--- src/inc/birc_params.svh ---
// Constants for the burst instruction memory controller
`ifndef BIRC_PARAMS_SVH
`define BIRC_PARAMS_SVH
`define BIRC_CNT_W 8
`define BIRC_CNT_LO_W 5
`define BIRC_LATCH_W 9
`define BIRC_WADDR_W 17
`define BIRC_PADDR_W 19
`define BIRC_CNT_LSB 2
`define BIRC_LATCH_LSB 10
`define BIRC_DATA_W 32
`define BIRC_FIFO_DEPTH 8
`endif

--- src/inc/birc_pkg.sv ---
// Types for the burst instruction memory controller
package birc_pkg;
  typedef enum logic {BIRC_IDLE, BIRC_ACCESS} birc_state_e;
endpackage

--- src/inc/birc_if.sv ---
// Instruction bus between processor end and memory controller
`timescale 1ns/1ps
`default_nettype none
`include "birc_params.svh"
interface birc_if;
  logic instr_req_n;
  logic burst_req_n;
  logic burst_ack_n;
  logic instr_ready_n;
  logic invalidate_n;
  logic [`BIRC_PADDR_W-1:0] addr;
  logic [`BIRC_DATA_W-1:0] instr;
  modport ctrl (
    input instr_req_n, burst_req_n, invalidate_n, addr,
    output burst_ack_n, instr_ready_n, instr
  );
  modport cpu (
    output instr_req_n, burst_req_n, invalidate_n, addr,
    input burst_ack_n, instr_ready_n, instr
  );
endinterface
`default_nettype wire

--- src/hw/birc_fifo.sv ---
// Small synchronous FIFO for fetched instructions
`timescale 1ns/1ps
`default_nettype none
module birc_fifo #(
  parameter int WIDTH = 32,
  parameter int DEPTH = 8
) (
  input wire logic sys_clk_i,
  input wire logic rst_i,
  input wire logic in_valid_i,
  output logic in_ready_o,
  input wire logic [WIDTH-1:0] in_data_i,
  output logic out_valid_o,
  input wire logic out_ready_i,
  output logic [WIDTH-1:0] out_data_o
);
  localparam int AW = $clog2(DEPTH);
  logic [WIDTH-1:0] mem_q [DEPTH];
  logic [AW-1:0] wr_q;
  logic [AW-1:0] rd_q;
  logic [AW:0] cnt_q;
  logic push;
  logic pop;
  assign in_ready_o = (cnt_q != (AW+1)'(DEPTH));
  assign out_valid_o = (cnt_q != '0);
  assign out_data_o = mem_q[rd_q];
  assign push = in_valid_i && in_ready_o;
  assign pop = out_valid_o && out_ready_i;
  always_ff @(posedge sys_clk_i) begin
    if (push) begin
      mem_q[wr_q] <= in_data_i;
    end
  end
  always_ff @(posedge sys_clk_i or posedge rst_i) begin
    if (rst_i) begin
      wr_q <= '0;
      rd_q <= '0;
      cnt_q <= '0;
    end else begin
      if (push) begin
        wr_q <= (wr_q == AW'(DEPTH-1)) ? '0 : wr_q + AW'(1);
      end
      if (pop) begin
        rd_q <= (rd_q == AW'(DEPTH-1)) ? '0 : rd_q + AW'(1);
      end
      cnt_q <= cnt_q + (AW+1)'(push) - (AW+1)'(pop);
    end
  end
endmodule
`default_nettype wire

--- src/hw/birc_cpu.sv ---
// Processor end: issues fetches and buffers returned instructions
`timescale 1ns/1ps
`default_nettype none
`include "birc_params.svh"
module birc_cpu
  import birc_pkg::*;
#(
  parameter int DEPTH = `BIRC_FIFO_DEPTH
) (
  input wire logic sys_clk_i,
  input wire logic rst_i,
  birc_if.cpu bus,
  input wire logic fetch_i,
  input wire logic burst_i,
  input wire logic cancel_i,
  input wire logic [`BIRC_PADDR_W-1:0] fetch_addr_i,
  output logic instr_valid_o,
  input wire logic instr_ready_i,
  output logic [`BIRC_DATA_W-1:0] instr_o
);
  logic req_n_q;
  logic breq_n_q;
  logic inval_n_q;
  logic [`BIRC_PADDR_W-1:0] addr_q;
  localparam int FW = $clog2(DEPTH) + 1;
  logic fifo_ready;
  logic busy_q;
  logic [FW-1:0] fill_q;
  logic fill_in;
  logic fill_out;
  logic room;
  // Two words still land after burst request drops, so keep that margin
  assign fill_in = !bus.instr_ready_n && fifo_ready;
  assign fill_out = instr_valid_o && instr_ready_i;
  assign room = (fill_q < FW'(DEPTH - 2));
  always_ff @(posedge sys_clk_i or posedge rst_i) begin
    if (rst_i) begin
      fill_q <= '0;
    end else begin
      fill_q <= fill_q + FW'(fill_in) - FW'(fill_out);
    end
  end
  // Hold off new fetch while the buffer cannot take more
  always_ff @(posedge sys_clk_i or posedge rst_i) begin
    if (rst_i) begin
      req_n_q <= 1'b1;
      breq_n_q <= 1'b1;
      inval_n_q <= 1'b1;
      addr_q <= '0;
      busy_q <= 1'b0;
    end else begin
      inval_n_q <= !cancel_i;
      req_n_q <= 1'b1;
      if (fetch_i && fifo_ready && !busy_q) begin
        req_n_q <= 1'b0;
        addr_q <= fetch_addr_i;
        busy_q <= 1'b1;
      end
      breq_n_q <= !(burst_i && room);
      if (bus.instr_ready_n == 1'b0 || cancel_i) begin
        busy_q <= 1'b0;
      end
    end
  end
  assign bus.instr_req_n = req_n_q;
  assign bus.burst_req_n = breq_n_q;
  assign bus.invalidate_n = inval_n_q;
  assign bus.addr = addr_q;
  birc_fifo #(.WIDTH(`BIRC_DATA_W), .DEPTH(DEPTH)) u_fifo (
    .sys_clk_i(sys_clk_i),
    .rst_i(rst_i),
    .in_valid_i(!bus.instr_ready_n),
    .in_ready_o(fifo_ready),
    .in_data_i(bus.instr),
    .out_valid_o(instr_valid_o),
    .out_ready_i(instr_ready_i),
    .out_data_o(instr_o)
  );
endmodule
`default_nettype wire

--- src/flat_wrapper.sv ---
// flat-port wrapper written by rule: the top's interface ports become plain ports
module birc_cpu_flat import birc_pkg::*;
#(
  parameter int DEPTH = `BIRC_FIFO_DEPTH
)
  (sys_clk_i, rst_i, fetch_i, burst_i, cancel_i, fetch_addr_i, instr_valid_o, instr_ready_i, instr_o, bus_instr_req_n, bus_burst_req_n, bus_invalidate_n, bus_addr, bus_burst_ack_n, bus_instr_ready_n, bus_instr);
  birc_if bus_i ();
  input wire logic sys_clk_i;
  input wire logic rst_i;
  input wire logic fetch_i;
  input wire logic burst_i;
  input wire logic cancel_i;
  input wire logic [`BIRC_PADDR_W-1:0] fetch_addr_i;
  output logic instr_valid_o;
  input wire logic instr_ready_i;
  output logic [`BIRC_DATA_W-1:0] instr_o;
  output wire logic [$bits(bus_i.instr_req_n)-1:0] bus_instr_req_n;
  output wire logic [$bits(bus_i.burst_req_n)-1:0] bus_burst_req_n;
  output wire logic [$bits(bus_i.invalidate_n)-1:0] bus_invalidate_n;
  output wire logic [$bits(bus_i.addr)-1:0] bus_addr;
  input wire logic [$bits(bus_i.burst_ack_n)-1:0] bus_burst_ack_n;
  input wire logic [$bits(bus_i.instr_ready_n)-1:0] bus_instr_ready_n;
  input wire logic [$bits(bus_i.instr)-1:0] bus_instr;
  assign bus_instr_req_n = bus_i.instr_req_n;
  assign bus_burst_req_n = bus_i.burst_req_n;
  assign bus_invalidate_n = bus_i.invalidate_n;
  assign bus_addr = bus_i.addr;
  assign bus_i.burst_ack_n = bus_burst_ack_n;
  assign bus_i.instr_ready_n = bus_instr_ready_n;
  assign bus_i.instr = bus_instr;
  birc_cpu #(.DEPTH(DEPTH)) u_core (.sys_clk_i(sys_clk_i), .rst_i(rst_i), .bus(bus_i), .fetch_i(fetch_i), .burst_i(burst_i), .cancel_i(cancel_i), .fetch_addr_i(fetch_addr_i), .instr_valid_o(instr_valid_o), .instr_ready_i(instr_ready_i), .instr_o(instr_o));
endmodule
--- config.mk ---
export PLATFORM = sky130hd
export DESIGN_NAME = birc_cpu_flat
export DESIGN_NICKNAME = d
export VERILOG_FILES = /design/src/inc/birc_pkg.sv /design/src/inc/birc_if.sv /design/src/hw/birc_fifo.sv /design/src/hw/birc_cpu.sv /design/src/flat_wrapper.sv
export VERILOG_INCLUDE_DIRS = /design/src /design/src/inc
export SDC_FILE = /design/constraint.sdc
export NUM_CORES = 1
export LEC_CHECK = 0
export BUFFER_PORTS_ARGS = -buffer_cell sky130_fd_sc_hd__buf_4
export CORE_AREA = 2 2 139 174
export DETAILED_ROUTE_END_ITERATION = 10
export DIE_AREA = 0 0 141 176
export PLACE_DENSITY = 0.68
export SLEW_MARGIN = 10
export SYNTH_ARGS = -nofsm -noshare
export SYNTH_HDL_FRONTEND = slang
export SYNTH_HIERARCHICAL = 1
export SYNTH_SLANG_ARGS = --single-unit
--- constraint.sdc ---
create_clock -name sys_clk_i -period 5.9 [get_ports sys_clk_i]
set_input_delay 1.18 -clock sys_clk_i [delete_from_list [all_inputs] [get_ports sys_clk_i]]
set_output_delay 1.18 -clock sys_clk_i [all_outputs]
set_load 0.1 [all_outputs]
=== Word-level counts from Yosys, hierarchy flattened ===
Memory sizes are Yosys's and may differ from the RTL's.
Index checks and enable logic that the tools add are counted.

* RAM bits: 256
* Output and inout bits: 55
* Bits in registers: 37
* Memories: 1

* $lt $le $gt $ge: 1
* Add/subtract/negate cells: 6
* Bitwise operators: 1
* Mux-type cells: 7
* Equal/unequal tests: 3
* Reduce and logical (&&, ||, !) cells: 12

{| class="wikitable"
|+ Memories
! memory !! depth !! width !! rd ports !! clocked after Yosys merged registers in !! write ports !! RTL line !! text
|-
| u_core.u_fifo.mem_q || 8 || 32 || 1 || 0 || 1 || birc_fifo.sv:18 || <nowiki>logic [WIDTH-1:0] mem_q [DEPTH];</nowiki>
|}

{| class="wikitable"
|+ Operators by type and width
! cell !! count
|-
| $add 4x1->4 || 2
|-
| $sub 4x1->4 || 2
|-
| $add 3x1->3 const B || 2
|-
| $eq 3x3->1 const B || 2
|-
| $mux 3 || 2
|-
| $logic_and 1x1->1 || 5
|-
| $mux 1 || 5
|-
| $logic_not 1->1 || 4
|-
| $lt 4x3->1 const B || 1
|-
| $ne 4x4->1 const B || 1
|-
| $reduce_bool 4->1 || 1
|-
| $reduce_bool 2->1 || 1
|-
| $logic_or 1x1->1 || 1
|-
| $not 1->1 || 1
|}

=== Depth between registers and ports, before layout ===
* Depth in word-level cells: 5
* Gate-level depth with buffers: 11
* Gate-level depth less buffers: 11

=== Modules after synthesis ===
The synthesis kept the hierarchy.

{| class="wikitable"
|+ By module, submodules not included
! module !! cells each !! instances !! area an instance (um2)
|-
| birc_fifo || 428 || 1 || 10237.3
|-
| birc_cpu || 75 || 1 || 1186.1
|}

=== Worst setup path after synthesis ===
No wires, ideal clock.

* Kind: input port to flip-flop
* Start point: input bus_instr_ready_n
* End point: memory u_core.u_fifo.mem_q[0][0] (enable)
* Arrival time: 4.529 ns
* Buffers on the path: 0
* Stages on the path: 3
* Setup slack: 0.869 ns
* Data required time: 5.399 ns
* Cell sequence: inv_1 nand2_1 nor4_1

* Word-level cells in the longest chain between the ends: 4

{| class="wikitable"
|+ RTL lines
! what !! RTL line !! text
|-
| start: declaration || flat_wrapper.sv:22 || <nowiki>input wire logic [$bits(bus_i.instr_ready_n)-1:0] bus_instr_ready_n;</nowiki>
|-
| $logic_not 1->1 || birc_cpu.sv:72 || <nowiki>.in_valid_i(!bus.instr_ready_n),</nowiki>
|-
| $logic_and 1x1->1 || birc_fifo.sv:27 || <nowiki>assign push = in_valid_i && in_ready_o;</nowiki>
|-
| $mux 1 || birc_fifo.sv:30 || <nowiki>if (push) begin</nowiki>
|-
| $mux 1 (not written as such) || birc_fifo.sv:31 || <nowiki>mem_q[wr_q] <= in_data_i;</nowiki>
|-
| end: declaration || birc_fifo.sv:18 ||
|}

No other way between the ends.

=== Final worst setup path ===
* Start point: register u_core.u_fifo.rd_q[0]
* End point: output instr_o[14]

* Word-level cells in the longest chain between the ends: 1

{| class="wikitable"
|+ RTL lines
! what !! RTL line !! text
|-
| start: declaration || birc_fifo.sv:20 || <nowiki>logic [AW-1:0] rd_q;</nowiki>
|-
| start signal: assignment || birc_fifo.sv:44 || <nowiki>rd_q <= (rd_q == AW'(DEPTH-1)) ? '0 : rd_q + AW'(1);</nowiki>
|-
| $mem_v2 8x32 || n/a ||
|-
| end: declaration || flat_wrapper.sv:16 || <nowiki>output logic [`BIRC_DATA_W-1:0] instr_o;</nowiki>
|}

No other way between the ends.

==> impl_summary.md <==
Outcome
The run finished with clean final reports.

Global routing
The total global-route track usage is 17.2%. Entering global routing, the biggest net connects 51 pins. The number of global-route vias before repair was 5741.

The initial antenna violation count is 0. The global-route wire length before repair is 32200 µm. The total overflow left after global routing is 0.

Synth
The top-area cell type share of the netlist area is 67.3%. The number of synthesized register bits is 293. In the synthesized netlist, mux cells make up 19.0% of the area. The synthesized design contains 256 enable-type register cells. The netlist area before placement is 0.0114 mm². By area the synthesized netlist is led by sky130_fd_sc_hd__edfxtp_1 (67%), sky130_fd_sc_hd__mux4_2 (12%), sky130_fd_sc_hd__dfrtp_1 (7.4%).

The portion of the post-synthesis area used by sequential elements is 75.4%. The most used standard cell by instance count after synthesis is sky130_fd_sc_hd__edfxtp_1. The cell type with the highest aggregate area in the netlist is sky130_fd_sc_hd__edfxtp_1.

The largest family of logic cells by synthesized area is multiplexers. The most used flip-flop cell after synthesis is sky130_fd_sc_hd__edfxtp_1. The number of warnings issued by yosys is 6. The xor-xnor portion of the synthesized cell area is 0.307%.

The synthesized netlist contains 30 unique library cells. The synthesized netlist devotes 1.99% of its cell area to adder and majority cells. The synthesized netlist devotes 1.29% of its cell area to simple gates. The async set-reset flop share out of synthesis is 12.6%. Synthesis handed over a netlist of 503 instances. The average instance in the mapped netlist occupies 22.7 µm². Ranked by instance count, the synthesized netlist is headed by sky130_fd_sc_hd__edfxtp_1 (256), sky130_fd_sc_hd__mux4_2 (60), sky130_fd_sc_hd__mux2_2 (35). The share of the synthesized area in compound gates (AO/OA/AOI/OAI) is 0.263%. The total nets after synthesis is 579.

Worst setup path
The master of the slowest instance on the critical path is sky130_fd_sc_hd__dfrtp_4. The setup path with the least slack is of type register to output port. The biggest cell delay along the critical path is 1040 ps. Data on the critical path is required at its endpoint by 4720 ps.

The dominant cell type by count on the critical path is sky130_fd_sc_hd__buf_4. The beginning of the critical path is u_core/u_fifo/rd_q[0]$_DFFE_PP0P_. The launching point of the worst reg2reg path is u_core/u_fifo/cnt_q[2]$_DFF_PP0_. STA classifies the critical path endpoint as an output port. The register-to-register setup slack is 3320 ps. Along the worst path, the maximum fanout reaches 50. The critical path goes through buf_4, mux4_2, mux2_2, buf_4. The number of cells on the worst reg-to-reg path is 9. The worst setup path is launched from a register. The endpoint of the worst register-to-register path is u_core/u_fifo/cnt_q[2]$_DFF_PP0_. The data arrival time of the worst path is 3230 ps. The capturing element of the worst setup path is instr_o[14].

Place
The HPWL reported at the end of detailed placement is 12300 µm. Routability-driven placement finished with a final weighted congestion of 0.694. The placed cell count is 898. Buffers placed on the I/O ports in this run total 112.

Die
The height of the die is 176 µm. The initial core utilization is 49.6%. The area of the core is 0.0230 mm².

The die covers 0.0248 mm². In this run the core area contains 62 standard-cell rows. The number of primary I/O pins is 114. The width of the die is 141 µm.

Clock tree
The number of hold buffers added after CTS was 0. The buffer levels on the longest clock path is 3. The CTS sink count is 293. The deepest level of the CTS H-tree is 1. The buffer cell driving the clock tree root is sky130_fd_sc_hd__clkbuf_16.

The clock insertion delay at the later pin of the skew report is 520 ps. The TritonCTS clock tree is yes. The post-cts repair resize count is 0. The clock-pin slew of the registers on the worst-case setup and hold paths is 60 ps. The number of clock buffers inserted by TritonCTS is 28. The number of buffers inserted to repair setup after CTS is 0.

Final layout
The non-filler instance count after layout is 950. The number of antenna diodes in the final layout is 0. From synthesis to final layout, the design area changed by 19.0%. The final net count is 716.

The share of cells above drive strength 1 is 45.2%.

Route
For this run, design rule violations remaining after detail routing come to 0. Using the TritonRoute via totals, the vias-per-cell ratio works out to 5.48. The sum of routed wire length over all layers is 20800 µm. In this run the remaining antenna-violating nets after routing total 0. The routed design uses 11400 µm of met2 wire. The met1 wire length is 7950 µm. The first-iteration detailed-routing DRC count is 210.

In the detailed route, the total length drawn on met3 is 1100 µm. The total number of vias is 5206. The top metal layer carrying routed signals is met4.

The first detailed-routing pass ran for 4 iterations. Dividing the detail-routed wire length by the instance count gives 21.9 µm.

Timing
Static timing analysis puts the maximum clock frequency at 227 MHz. The largest clock skew in the final design is 9.99 ps. The hold violation total from the final report is 0. The final max-slew violation count is 0.

The relative slew slack is 31.4%. Setup repair after global routing left no endpoint under its margin. The worst hold-check slack is 458 ps. The setup total negative slack is 0 ps.

The setup violation total in the final timing report is 0. The final period demand of the worst path is 4410 ps. The final clock period utilization by the worst path is 74.7%.

The pin slew with the least headroom to its limit is 1030 ps.

Worst hold path
The startpoint identified for the worst hold timing path is u_core/fill_q[3]$_DFF_PP0_. In this run the worst hold path is classified as register to register.

Run
The number of violations of the max-capacitance limit is 0.
cell type report:
class | instances | area, µm²
multi-input combinational | 173 | 2660
inverter | 17 | 63.8
sequential | 293 | 8620
clock inverter | 11 | 110
clock buffer | 41 | 822
timing repair buffer | 127 | 953
tap | 288 | 360
fill | 1677 | 9450
routing by layer:
| layer | up-vias | GRT usage, % |
|---|---|---|
| li1 | 2313 | - |
| met1 | 2712 | 20.8 |
| met4 | 0 | 4.29 |
| met3 | 32 | 2.66 |
| met5 | - | 0 |
| met2 | 149 | 32.4 |
per-stage QoR:
step	instance area (µm²)	setup slack (ps)	utilization (%)
2_1_floorplan	11400	869	-
3_3_place_gp	12700	2010	54.9
3_5_place_dp	12700	1970	54.9
4_1_cts	13600	1380	59.0
5_1_grt	13600	1260	59.0
6_report	13600	1490	59.0
flip-flops by register name, summed over array words and instances (netlist names):
register / flops
u_core/bus.addr: 19
u_core/u_fifo/cnt_q: 4
u_core/busy_q: 1
u_core/bus.instr_req_n: 1
u_core/fill_q: 4
u_core/bus.burst_req_n: 1
u_core/bus.invalidate_n: 1
u_core/u_fifo/rd_q: 3
u_core/u_fifo/mem_q: 256
u_core/u_fifo/wr_q: 3
critical path, delay by kind of cell (launching register included):
family                 cells  cell delay [ps]
DFF                        1             1040
muxes                      2              840
buffers and inverters      2              730
logic make-up (layout without fill, tap and decap cells):
| group | after synthesis | after routing |
|---|---|---|
| AO/OA/AOI/OAI | 5 | 5 |
| multiplexers | 121 | 121 |
| buffers and inverters | 37 | 196 |
| flip-flops | 293 | 293 |
| adder cells (fa/ha/maj) | 17 | 17 |
| XOR/XNOR | 4 | 4 |
| AND/OR/NAND/NOR | 26 | 26 |
how the worst min path moves through the flow:
| stage | endpoint | depth (start not counted) | slack (ps) |
|---|---|---|---|
| 2_1_floorplan | u_core/bus.burst_req_n$_DFF_PP1_ | 2 | 430 |
| 3_3_place_gp | u_core/bus.burst_req_n$_DFF_PP1_ | 2 | 450 |
| 3_5_place_dp | u_core/bus.burst_req_n$_DFF_PP1_ | 2 | 450 |
| 4_1_cts | u_core/bus.burst_req_n$_DFF_PP1_ | 2 | 460 |
| 5_1_grt | u_core/bus.burst_req_n$_DFF_PP1_ | 2 | 490 |
| 6_report | u_core/bus.burst_req_n$_DFF_PP1_ | 2 | 460 |
placed cells by master, fill, tap and decap left out, drive strengths merged:
cell | Yosys | layout
a21o | 2 | 2
clkbuf | 7 | 41
clkinvlp | 0 | 1
buf | 13 | 127
nor2b | 2 | 2
ha | 15 | 15
and2 | 1 | 1
or3b | 2 | 2
xor2 | 2 | 2
xnor2 | 2 | 2
fa | 2 | 2
bufinv | 0 | 2
nand2 | 5 | 5
a21oi | 3 | 3
clkinv | 0 | 6
nor4 | 1 | 1
dfrtp | 34 | 34
nor3 | 5 | 5
nand2b | 2 | 2
nand3b | 1 | 1
edfxtp | 256 | 256
nand3 | 2 | 2
mux2 | 57 | 57
mux4 | 64 | 64
nor2 | 5 | 5
dfstp | 3 | 3
inv | 17 | 19
Power is not shown: default switching activity piles up to over one toggle a cycle in this logic, so the estimate is an artifact.
